<file path="src/port_pkg.sv">
// package: register map, reset values and widths for the port output latch block
package port_pkg;
   // port widths
   localparam int P0_WIDTH = 8;
   localparam int P1_WIDTH = 7;
   localparam int ADDR_WIDTH = 8;
   localparam int DATA_WIDTH = 32;

   // printed register indices; byte address is four times the index
   localparam logic [7:0] P0_LATCH_IDX = 8'h00;
   localparam logic [7:0] P1_LATCH_IDX = 8'h01;
   localparam logic [7:0] P0_READBACK_IDX = 8'h02;
   localparam logic [7:0] P1_READBACK_IDX = 8'h03;
   localparam logic [7:0] P0_DIR_IDX = 8'h04;
   localparam logic [7:0] P1_DIR_IDX = 8'h05;
   localparam logic [7:0] RST_CTRL_IDX = 8'h06;

   localparam logic [7:0] P0_LATCH_ADDR = 8'(P0_LATCH_IDX * 4);
   localparam logic [7:0] P1_LATCH_ADDR = 8'(P1_LATCH_IDX * 4);
   localparam logic [7:0] P0_READBACK_ADDR = 8'(P0_READBACK_IDX * 4);
   localparam logic [7:0] P1_READBACK_ADDR = 8'(P1_READBACK_IDX * 4);
   localparam logic [7:0] P0_DIR_ADDR = 8'(P0_DIR_IDX * 4);
   localparam logic [7:0] P1_DIR_ADDR = 8'(P1_DIR_IDX * 4);
   localparam logic [7:0] RST_CTRL_ADDR = 8'(RST_CTRL_IDX * 4);

   // reset values
   localparam logic [7:0] P0_LATCH_RESET = 8'hFF;
   localparam logic [6:0] P1_LATCH_RESET = 7'h7F;
   localparam logic [7:0] P0_DIR_RESET = 8'h00;
   localparam logic [6:0] P1_DIR_RESET = 7'h00;
   localparam logic RST_DISABLE_RESET = 1'b0;

   // field positions
   localparam int RST_DISABLE_BIT = 0;
   localparam int SHARED_RESET_PIN = 6;

   // bus handshake states, gray along idle -> ack -> idle
   typedef enum logic [0:0] {
      BUS_IDLE = 1'b0,
      BUS_ACK = 1'b1
   } bus_state_t;
endpackage : port_pkg

</file>
<file path="src/port_latches.sv">
// two-port output latch block with direction, readback and shared reset pin over Avalon-MM
//
// Summary of operation
// - any reset loads first port latch with FFh
// - any reset loads second port latch with 7Fh
// - eight latch bits drive first port outputs
// - seven latch bits drive second port likewise
// - input pin latch bit controls weak pull-up
// - one enables pull-up, zero leaves pin floating
// - writes update latch, reads return stored latch
// - direction changes never alter latch contents
// - second port latch bit 7 reads zero
// - reset input stays active unless disable set
// - driving shared pin low causes device reset
// - readback register returns sensed pin levels
`timescale 1ns/1ps
`default_nettype none
module port_latches (
   input wire logic mclk_i,                         // core clock, 100 MHz
   input wire logic rst_i,                          // async reset, active high
   input wire logic [7:0] avs_address_i,            // byte address
   input wire logic avs_read_i,                     // read request
   input wire logic avs_write_i,                    // write request
   input wire logic [31:0] avs_writedata_i,         // write data
   input wire logic [3:0] avs_byteenable_i,         // byte lanes
   output logic [31:0] avs_readdata_o,              // read data
   output logic avs_waitrequest_o,                  // high while request not done
   input wire logic [7:0] p0_pin_i,                 // sensed first port pins
   input wire logic [6:0] p1_pin_i,                 // sensed second port pins
   output logic [7:0] p0_out_o,                     // first port drive level
   output logic [7:0] p0_oe_o,                      // first port drive enable
   output logic [7:0] p0_pullup_o,                  // first port pull-up enable
   output logic [6:0] p1_out_o,                     // second port drive level
   output logic [6:0] p1_oe_o,                      // second port drive enable
   output logic [6:0] p1_pullup_o,                  // second port pull-up enable
   output logic reset_request_o                     // device reset from shared pin
);

   ////////////////////////////////////////////////////////////////////////////
   // storage
   logic [7:0] port0_output_latch;
   logic [6:0] port1_output_latch;
   logic [7:0] port0_dir;
   logic [6:0] port1_dir;
   logic reset_pin_disable;
   port_pkg::bus_state_t bus_state;
   logic [31:0] next_readdata;
   logic take;
   logic commit;
   logic lane0;

   // a request is taken while waitrequest is high and committed at the edge it is low
   assign take = (avs_read_i | avs_write_i) & avs_waitrequest_o;
   assign commit = avs_write_i & ~avs_waitrequest_o;
   assign lane0 = avs_byteenable_i[0];

   ////////////////////////////////////////////////////////////////////////////
   // bus handshake: one wait cycle, then waitrequest low for exactly one edge
   always_ff @(posedge mclk_i or posedge rst_i)
   begin
      if (rst_i)
      begin
         bus_state <= port_pkg::BUS_IDLE;
         avs_waitrequest_o <= 1'b1;
      end
      else
      begin
         case (bus_state)
            port_pkg::BUS_IDLE:
            begin
               if (take)
               begin
                  bus_state <= port_pkg::BUS_ACK;
                  avs_waitrequest_o <= 1'b0;
               end
            end
            port_pkg::BUS_ACK:
            begin
               bus_state <= port_pkg::BUS_IDLE;
               avs_waitrequest_o <= 1'b1;
            end
            default:
            begin
               bus_state <= port_pkg::BUS_IDLE;
               avs_waitrequest_o <= 1'b1;
            end
         endcase
      end
   end

   ////////////////////////////////////////////////////////////////////////////
   // read mux; unmapped addresses read as zero
   always_comb
   begin
      next_readdata = 32'h00000000;
      case (avs_address_i)
         port_pkg::P0_LATCH_ADDR: next_readdata[7:0] = port0_output_latch;
         port_pkg::P1_LATCH_ADDR: next_readdata[6:0] = port1_output_latch;
         port_pkg::P0_READBACK_ADDR: next_readdata[7:0] = p0_pin_i;
         port_pkg::P1_READBACK_ADDR: next_readdata[6:0] = p1_pin_i;
         port_pkg::P0_DIR_ADDR: next_readdata[7:0] = port0_dir;
         port_pkg::P1_DIR_ADDR: next_readdata[6:0] = port1_dir;
         port_pkg::RST_CTRL_ADDR: next_readdata[port_pkg::RST_DISABLE_BIT] = reset_pin_disable;
         default: next_readdata = 32'h00000000;
      endcase
   end

   // read data is captured when the request is taken so it stands at the commit edge
   always_ff @(posedge mclk_i or posedge rst_i)
   begin
      if (rst_i)
         avs_readdata_o <= 32'h00000000;
      else if (take && avs_read_i)
         avs_readdata_o <= next_readdata;
   end

   ////////////////////////////////////////////////////////////////////////////
   // output latches; only their own address touches them, so direction writes cannot
   always_ff @(posedge mclk_i or posedge rst_i)
   begin
      if (rst_i)
      begin
         port0_output_latch <= port_pkg::P0_LATCH_RESET;
         port1_output_latch <= port_pkg::P1_LATCH_RESET;
      end
      else if (commit && lane0)
      begin
         if (avs_address_i == port_pkg::P0_LATCH_ADDR)
            port0_output_latch <= avs_writedata_i[7:0];
         if (avs_address_i == port_pkg::P1_LATCH_ADDR)
            port1_output_latch <= avs_writedata_i[6:0];
      end
   end

   // direction and reset-pin control
   always_ff @(posedge mclk_i or posedge rst_i)
   begin
      if (rst_i)
      begin
         port0_dir <= port_pkg::P0_DIR_RESET;
         port1_dir <= port_pkg::P1_DIR_RESET;
         reset_pin_disable <= port_pkg::RST_DISABLE_RESET;
      end
      else if (commit && lane0)
      begin
         if (avs_address_i == port_pkg::P0_DIR_ADDR)
            port0_dir <= avs_writedata_i[7:0];
         if (avs_address_i == port_pkg::P1_DIR_ADDR)
            port1_dir <= avs_writedata_i[6:0];
         if (avs_address_i == port_pkg::RST_CTRL_ADDR)
            reset_pin_disable <= avs_writedata_i[port_pkg::RST_DISABLE_BIT];
      end
   end

   ////////////////////////////////////////////////////////////////////////////
   // shared reset pin: the sensed level is used, so an internal drive low and an
   // external pull low both reset; the reset controller must not feed rst_i back
   // combinationally, this output is a registered request
   always_ff @(posedge mclk_i or posedge rst_i)
   begin
      if (rst_i)
         reset_request_o <= 1'b0;
      else
         reset_request_o <= ~reset_pin_disable & ~p1_pin_i[port_pkg::SHARED_RESET_PIN];
   end

   ////////////////////////////////////////////////////////////////////////////
   // pin cells
   pin_driver #(.WIDTH(port_pkg::P0_WIDTH)) u_p0 (
      .mclk_i(mclk_i),
      .rst_i(rst_i),
      .latch_i(port0_output_latch),
      .dir_i(port0_dir),
      .out_o(p0_out_o),
      .oe_o(p0_oe_o),
      .pullup_o(p0_pullup_o)
   );

   pin_driver #(.WIDTH(port_pkg::P1_WIDTH)) u_p1 (
      .mclk_i(mclk_i),
      .rst_i(rst_i),
      .latch_i(port1_output_latch),
      .dir_i(port1_dir),
      .out_o(p1_out_o),
      .oe_o(p1_oe_o),
      .pullup_o(p1_pullup_o)
   );
endmodule : port_latches
`default_nettype wire

</file>
<file path="src/pin_driver.sv">
// per-pin drive, enable and weak pull-up control for one port
`timescale 1ns/1ps
`default_nettype none
module pin_driver #(
   parameter int WIDTH = 8
) (
   input wire logic mclk_i,                 // core clock
   input wire logic rst_i,                  // async reset, active high
   input wire logic [WIDTH-1:0] latch_i,    // output latch contents
   input wire logic [WIDTH-1:0] dir_i,      // 1 = output
   output logic [WIDTH-1:0] out_o,          // level driven on pin
   output logic [WIDTH-1:0] oe_o,           // pin drive enable
   output logic [WIDTH-1:0] pullup_o        // weak pull-up enable
);

   ////////////////////////////////////////////////////////////////////////////
   // one registered cell per pin; reset leaves every pin an input with pull-up
   genvar g;
   generate
      for (g = 0; g < WIDTH; g++)
      begin : g_pin
         always_ff @(posedge mclk_i or posedge rst_i)
         begin
            if (rst_i)
            begin
               out_o[g] <= 1'b1;
               oe_o[g] <= 1'b0;
               pullup_o[g] <= 1'b1;
            end
            else
            begin
               out_o[g] <= latch_i[g];
               oe_o[g] <= dir_i[g];
               pullup_o[g] <= ~dir_i[g] & latch_i[g];
            end
         end
      end
   endgenerate
endmodule : pin_driver
`default_nettype wire

</file>
<file path="config.mk">
export PLATFORM = sky130hd
export DESIGN_NAME = port_latches
export DESIGN_NICKNAME = d
export VERILOG_FILES = /design/src/port_pkg.sv /design/src/port_latches.sv /design/src/pin_driver.sv
export SDC_FILE = /design/constraint.sdc
export NUM_CORES = 1
export LEC_CHECK = 0
export BUFFER_PORTS_ARGS = -buffer_cell sky130_fd_sc_hd__buf_4
export CAP_MARGIN = 5
export CORE_MARGIN = 2
export CORE_UTILIZATION = 30
export CTS_BUF_LIST = sky130_fd_sc_hd__clkbuf_4 sky130_fd_sc_hd__clkbuf_8
export DETAILED_ROUTE_END_ITERATION = 10
export GPL_ROUTABILITY_DRIVEN = 0
export GPL_TIMING_DRIVEN = 0
export MAX_ROUTING_LAYER = met4
export PLACE_DENSITY = 0.53
export REMOVE_ABC_BUFFERS = 1
export SLEW_MARGIN = 20
export SYNTH_ARGS = -nofsm -noshare
export SYNTH_HDL_FRONTEND = slang
export SYNTH_SLANG_ARGS = --single-unit
</file>
<file path="constraint.sdc">
create_clock -name mclk_i -period 2.75 [get_ports mclk_i]
set_input_delay 0.55 -clock mclk_i [delete_from_list [all_inputs] [get_ports mclk_i]]
set_output_delay 0.55 -clock mclk_i [all_outputs]
set_load 0.01 [all_outputs]
</file>
==> summary.txt, run 1 <==
Status
  – Status: complete, no violations

STA
  – Final clock period utilization by the worst path: 0.662
  – Final Hold Fails: 0
  – Fmax: 550 MHz
  – Max-slew violations: 0
  – Slew @ Worst Pin: 0.568 ns
  – Final min period: 1.82 ns
  – Setup WS post-layout: 0.930 ns
  – RSZ-0062 raised after global routing: no
  – Relative slew slack: 0.619
  – Setup Viol. Count Final: 0
  – Clk_skew: 0.0133 ns

Floorplan
  – Core Area: 11,500 um^2
  – Starting Density: 0.310
  – DIE AREA: 12,700 um^2
  – Row cnt: 39
  – Die H: 113 um
  – Die Wd: 113 um
  – I/O pin total: 142

Job
  – Max_cap viols: 0

Worst setup path
  – Flop-to-flop setup slack: 0.94 ns
  – Crit path launch: avs_address_i[5]
  – Worst Setup Path Type: in2reg
  – Max incr delay on CP: 0.50 ns
  – Critical path arrival: 2.06 ns
  – Critical path required time: 2.99 ns
  – R2R Path End: port0_dir[1]$_DFFE_PP0P_
  – CP max-delay cell: nor3_2
  – Crit path buffers/inverters: 1
  – Worst setup path endpoint: port0_dir[1]$_DFFE_PP0P_
  – Critical-path cell list: buf_4 -> nor3_2 -> and3_2 -> nand2_2 -> mux2_2
  – CP max FO: 8
  – R2R depth: 4
  – R2R Path Start: avs_waitrequest_o$_DFFE_PP1P_
  – Crit path depth: 5
  – Worst setup SP type: input pin
  – Delay-heaviest family, CP: simple AND/OR/NAND/NOR gates
  – Critical Path End Type: flip-flop

Placement
  – DP Cell Count: 484
  – DP HPWL: 5.78 mm
  – IO Port Bufs: 90
  – Pre-CTS WS: 0.531 ns

Pwr
  – P_leak: 2.13 nW
  – Comb pwr share: 0.085
  – Psw: 0.562 mW
  – VDD IR-drop max: 0.000201 V
  – Internal Power: 1.81 mW
  – Clock share of power: 0.349
  – Switching portion of total power: 0.237
  – Sequential cell fraction of total power: 0.566
  – Pwr dens: 527 nW/um^2

Synthesis
  – Post-synth EDFFs: 0
  – Area leader, netlist: dfstp_2
  – Post-synthesis cell area: 3550 um^2
  – Ys Warns: 0
  – Dominant synthesized flop cell: dfstp_2
  – Synth top area share: 0.340
  – Post-synthesis sequential area ratio: 0.629
  – Number of synthesized register bits: 87
  – Library cells used by synthesis: 40
  – Syn_area_per_cell: 13.8 um^2
  – Syn Inst Count: 257
  – Async SR Flop Fraction: 1.00
  – Area contributors post-synth: dfstp_2 34%, dfrtp_1 29%, mux2_2 11%, buf_4 5.1%, nor2b_1 2.8%

Route
  – Vias: 2,285
  – First-pass iteration count of the detailed router: 4
  – DR iter-0 viols: 47
  – Detail Route Antenna Nets: 0
  – Routed length per placed instance: 16.5 um
  – # DRC: 0
  – Vias per std cell: 4.57
  – Final Routed Wirelength: 8.23 mm

Cells and area
  – Post-layout util: 0.393
  – Final nets: 415
  – Layout cell share with drive strength beyond 1: 0.557
  – Final Non-Filler Cells: 500
  – Fill cells: 1,121
  – Area growth from synthesis to layout: 26.7%
  – Diode count: 0

Global routing
  – Most Crowded Layer GR: met2
  – First-pass GRT wire length: 13.0 mm
  – Met1 usage in global routing: 0.178
  – Initial antenna violation count: 0
  – GR Util All Layers: 0.139
  – Grt met2 use: 0.213
  – Gr ovfl total: 0
  – Largest net degree at the start of global routing: 51
  – Vias in the first global route: 2,415
  – GR Util met3: 0.0305

CTS
  – H-tree levels: 3
  – Setup bufs post-CTS: 0
  – Sink Count: 87
  – Maximum buffer depth of the clock tree: 2
  – Cts bufs inserted: 9
  – Hold buffers post-CTS: 0
  – Clock Tree Root: clkbuf_8
  – CTS tree: built
  – CTS clk-pin slew, worst paths: 0.08 ns
  – CTS resizes: 0
  – Clock Latency Late Sink: 0.36 ns

Hold path
  – HP Class: in2async
## cell usage after synthesis (all sizes together), types with 2 or more instances
cell type and instances:
a21oi 6, a222oi 2, a31oi 2, buf 30
dfrtp 41, dfstp 46, inv 2, mux2 34
mux2i 7, nand2 9, nand3 17, nand3b 2
nand4 2, nor2 6, nor2b 16, nor3 2
nor3b 2, nor4 2, o21ai 10, o2bb2ai 3
o32a 2
## area by class of cell
class                           instances  area, um^2  share of cell area
Timing Repair Buffer                   91         703               0.156
Inverter                                2        10.0             0.00222
Multi-Input combinational cell        161        1190               0.264
Clock inverter                          3        20.0             0.00445
Clock buffer                           13         166              0.0370
Tap cell                              143         179              0.0397
Sequential cell                        87        2230               0.496
## through the flow
| stage | area, um^2 | setup TNS [ns] | power (mW) | hold slack [ns] |
|---|---|---|---|---|
| after CTS | 4500 | 0 | 2.42 | 0.227 |
| final | 4500 | 0 | 2.37 | 0.217 |
| after global placement | 4290 | -48.15 | 1.56 | 0.370 |
| after global routing | 4500 | 0 | 2.50 | 0.250 |
| after detailed placement | 4320 | 0 | 1.57 | 0.370 |
| after floorplan | 3430 | 0 | 1.45 | 0.360 |
## routing by layer
layer | vias up | part of all wire
met1 | 1147 | 0.45
met3 | 8 | 0.054
met5 | - | 0
met4 | 0 | 0.015
li1 | 1048 | -
met2 | 82 | 0.48
## cells in the final DEF (no fill, tap or decap), types with 3 or more instances in the layout
cell | Yosys | final
mux2_2 | 34 | 34
nor2_1 | 6 | 6
nand3_1 | 15 | 15
a21oi_1 | 6 | 6
dfstp_2 | 46 | 46
dfrtp_1 | 41 | 41
o21ai_0 | 10 | 10
nand2_1 | 7 | 7
o2bb2ai_1 | 3 | 3
clkbuf_8 | 0 | 11
nor2b_1 | 16 | 16
mux2i_1 | 7 | 7
buf_4 | 24 | 90
conb_1 | 1 | 24
## worst min-delay path by stage
stage,end,start,slack (ns)
after floorplan,u_p1.out_o[0]$_DFF_PP1_,port1_output_latch[0]$_DFFE_PP1P_,0.36
after global placement,u_p1.out_o[5]$_DFF_PP1_,port1_output_latch[5]$_DFFE_PP1P_,0.37
after detailed placement,u_p1.out_o[5]$_DFF_PP1_,port1_output_latch[5]$_DFFE_PP1P_,0.37
after CTS,avs_readdata_o[7]$_DFFE_PP0P_,rst_i,0.23
after global routing,u_p1.oe_o[6]$_DFF_PP0_,rst_i,0.25
final,u_p1.oe_o[6]$_DFF_PP0_,rst_i,0.22
## sequential cells by signal, indices dropped and copies added (netlist names), 8 cells and up
name and flops:
u_p0.pullup_o 8, u_p0.out_o 8, avs_readdata_o 8, port0_dir 8, port0_output_latch 8, u_p0.oe_o 8
## power by group through the flow
stage | logic [mW] | registers, mW | clock network (mW)
finish | 0.200 | 1.34 | 0.828
floorplan | 0.0770 | 1.37 | 0
CTS | 0.204 | 1.34 | 0.870
detailed placement | 0.204 | 1.37 | 0
global route | 0.221 | 1.35 | 0.930
global placement | 0.196 | 1.36 | 0
## cell families after synthesis
family | after synthesis | share of synthesized area
AOI/OAI and AO/OA | 29 | 0.0539
buffers and inverters | 32 | 0.0609
DFF | 87 | 0.629
muxes | 42 | 0.134
other | 1 | 0.00106
and+or+nand+nor | 66 | 0.121
Power figures use the tool's default switching activity.
==> inputs of run 2 (changes only) <==
--- a/config.mk
+++ b/config.mk
@@ -5,6 +5,7 @@
 export SDC_FILE = /design/constraint.sdc
 export NUM_CORES = 1
 export LEC_CHECK = 0
+export ABC_AREA = 1
 export BUFFER_PORTS_ARGS = -buffer_cell sky130_fd_sc_hd__buf_4
 export CAP_MARGIN = 5
 export CORE_MARGIN = 2
@@ -14,7 +15,7 @@
 export GPL_ROUTABILITY_DRIVEN = 0
 export GPL_TIMING_DRIVEN = 0
 export MAX_ROUTING_LAYER = met4
-export PLACE_DENSITY = 0.53
+export PLACE_DENSITY = 0.52
 export REMOVE_ABC_BUFFERS = 1
 export SLEW_MARGIN = 20
 export SYNTH_ARGS = -nofsm -noshare
==> constraint.sdc (replaced) <==
create_clock -name mclk_i -period 1.57 [get_ports mclk_i]
set_input_delay 0.314 -clock mclk_i [delete_from_list [all_inputs] [get_ports mclk_i]]
set_output_delay 0.314 -clock mclk_i [all_outputs]
set_load 0.01 [all_outputs]
==> summary.txt, run 2 <==
Placement
  – IO Port Bufs: 90
  – DP HPWL: 6.12 mm
  – Post-place instance area: 4470 um^2

STA
  – Setup Viol. Count Final: 0
  – Relative slew slack: 0.637
  – Clk_skew: 0.00829 ns
  – RSZ-0062 raised after global routing: no
  – Max-slew violations: 0
  – Final clock period utilization by the worst path: 0.928
  – Final Hold Fails: 0
  – Slew @ Worst Pin: 0.545 ns
  – Fmax: 687 MHz
  – Final min period: 1.46 ns

Worst setup path
  – R2R depth: 4
  – Worst Setup Path Type: reg2reg
  – CP max FO: 10
  – Critical path arrival: 1.71 ns
  – Critical path required time: 1.82 ns
  – Worst setup SP type: flip-flop
  – Critical Path End Type: flip-flop

Floorplan
  – DIE AREA: 13,300 um^2
  – Die H: 115 um
  – Row cnt: 40
  – I/O pin total: 142
  – Starting Density: 0.309
  – Die Wd: 115 um
  – Core Area: 12,100 um^2

Synthesis
  – Number of synthesized register bits: 87
  – Library cells used by synthesis: 29
  – Post-synth EDFFs: 0
  – Synth top area share: 0.325
  – Count leader, synth: nand2_1
  – Syn_area_per_cell: 10.3 um^2
  – Dominant synthesized flop cell: dfstp_2
  – Post-synthesis cell area: 3720 um^2
  – Ys Warns: 0
  – Syn Inst Count: 361
  – Area contributors post-synth: dfstp_2 32%, dfrtp_1 28%, nand2_1 5.6%, buf_4 4.8%, nand3_1 4.7%
  – Area leader, netlist: dfstp_2
  – Post-synth top cells: 56 x nand2_1, 46 x dfstp_2, 41 x dfrtp_1, 35 x nand3_1, 35 x nor2_1
  – Post-synthesis sequential area ratio: 0.601
  – Async SR Flop Fraction: 1.00

Pwr
  – Switching portion of total power: 0.253
  – Clock share of power: 0.330
  – Comb pwr share: 0.150
  – Internal Power: 3.62 mW
  – Sequential cell fraction of total power: 0.520
  – P_leak: 2.31 nW
  – VDD IR-drop max: 0.000383 V
  – Psw: 1.23 mW
  – Pwr dens: 1040 nW/um^2
  – Tot Pwr: 4.84 mW

CTS
  – Clock Tree Root: clkbuf_8
  – Cts bufs inserted: 9
  – CTS resizes: 0
  – Setup bufs post-CTS: 0
  – Clock Latency Late Sink: 0.36 ns
  – CTS clk-pin slew, worst paths: 0.09 ns
  – H-tree levels: 3
  – Sink Count: 87
  – Hold buffers post-CTS: 0
  – CTS tree: built
  – Maximum buffer depth of the clock tree: 2

Route
  – Detail Route Antenna Nets: 0
  – # DRC: 0
  – Vias per std cell: 4.28
  – First-pass iteration count of the detailed router: 4
  – Routed length per placed instance: 14.5 um
  – DR iter-0 viols: 165
  – Final Routed Wirelength: 9.09 mm
  – Vias: 2,685

Status
  – Status: complete, no violations

Cells and area
  – Final nets: 517
  – Commonest non-fill, non-tap cell in the layout: buf_4
  – Fill cells: 1,202
  – Post-layout util: 0.387
  – Post-route cell area: 4670 um^2
  – Layout cell share with drive strength beyond 1: 0.410
  – Most frequent cells in the layout: 90 x buf_4, 56 x nand2_1, 46 x dfstp_2, 41 x dfrtp_1
  – Diode count: 0
  – Area growth from synthesis to layout: 25.5%

Job
  – Max_cap viols: 0

Hold path
  – HP Class: in2async

Global routing
  – Gr ovfl total: 0
  – First-pass GRT wire length: 14.0 mm
  – Initial antenna violation count: 0
  – Vias in the first global route: 2,589
  – GR Util All Layers: 0.148
  – Largest net degree at the start of global routing: 47
run 2: cell types whose count changed in the layout (fill, tap and decap cells not counted), moves of 17 or more:
| cell | before | now |
|---|---|---|
| o21ai_1 | 0 | 17 |
| nor2_1 | 6 | 35 |
| nand3_1 | 15 | 35 |
| mux2_2 | 34 | 0 |
| nand2_1 | 7 | 56 |
| inv_1 | 1 | 30 |
run 2: critical path, cell delays in order, from the launching register on:
cell     delay (ns)
dfstp_2        0.58
nand3_2        0.27
inv_4          0.23
o21ai_0        0.11
o22a_1         0.16
run 2: cells by family after synthesis:
family / Yosys count / share of synthesized area
buffers and inverters: 72 / 0.110
AO/OA/AOI/OAI: 48 / 0.0743
other: 1 / 0.00101
AND/OR/NAND/NOR: 153 / 0.214
flip-flops: 87 / 0.601
run 2: per-stage QoR:
stage	cells	hold slack (ns)	worst slack, ns	TNS, ns
after detailed placement	611	0.366	-0.0966	-0.820
final	627	0.00777	0.114	0
after floorplan	352	0.361	-0.918	-54.51
after global placement	610	0.365	-2.03	-137.20
after global routing	627	0.0331	0.00880	0
after CTS	627	0.0137	0.0497	0
run 2: final timing paths:
path / start / endpoint / slack, ns
hold / removal: rst_i / port1_dir[5]$_DFFE_PP0P_ / 0.008
setup / recovery: avs_waitrequest_o$_DFFE_PP1P_ / avs_readdata_o[7]$_DFFE_PP0P_ / 0.11
hold reg to reg: port0_output_latch[0]$_DFFE_PP1P_ / u_p0.out_o[0]$_DFF_PP1_ / 0.38
max in group asynchronous: rst_i / port1_output_latch[4]$_DFFE_PP1P_ / 0.89
min in group mclk_i: p1_pin_i[6] / reset_request_o$_DFF_PP0_ / 0.11
setup reg to reg: avs_waitrequest_o$_DFFE_PP1P_ / avs_readdata_o[7]$_DFFE_PP0P_ / 0.11
run 2: cell type report:
cell class | count | area (um^2) | share of cell area
clock buffer | 13 | 160 | 0.0343
clock inverter | 3 | 42.5 | 0.00911
inverter | 40 | 158 | 0.0338
multi-input combinational | 225 | 1160 | 0.249
sequential | 87 | 2230 | 0.478
tap | 168 | 210 | 0.0450
timing repair buffer | 91 | 703 | 0.151
run 2: power groups by stage:
stage	Combinational, mW	Sequential [mW]	Clock [mW]
2_1_floorplan	0.310	2.60	0
3_3_place_gp	0.714	2.56	0
3_5_place_dp	0.733	2.56	0
4_1_cts	0.737	2.52	1.66
5_1_grt	0.796	2.54	1.79
6_report	0.726	2.52	1.60
run 2: routing by layer:
metal,up-vias,wire [um],track usage
met5,-,0,-
met4,0,207,0.0602
met3,17,701,0.0464
met2,102,4100,0.204
met1,1285,4080,0.201
li1,1281,-,-
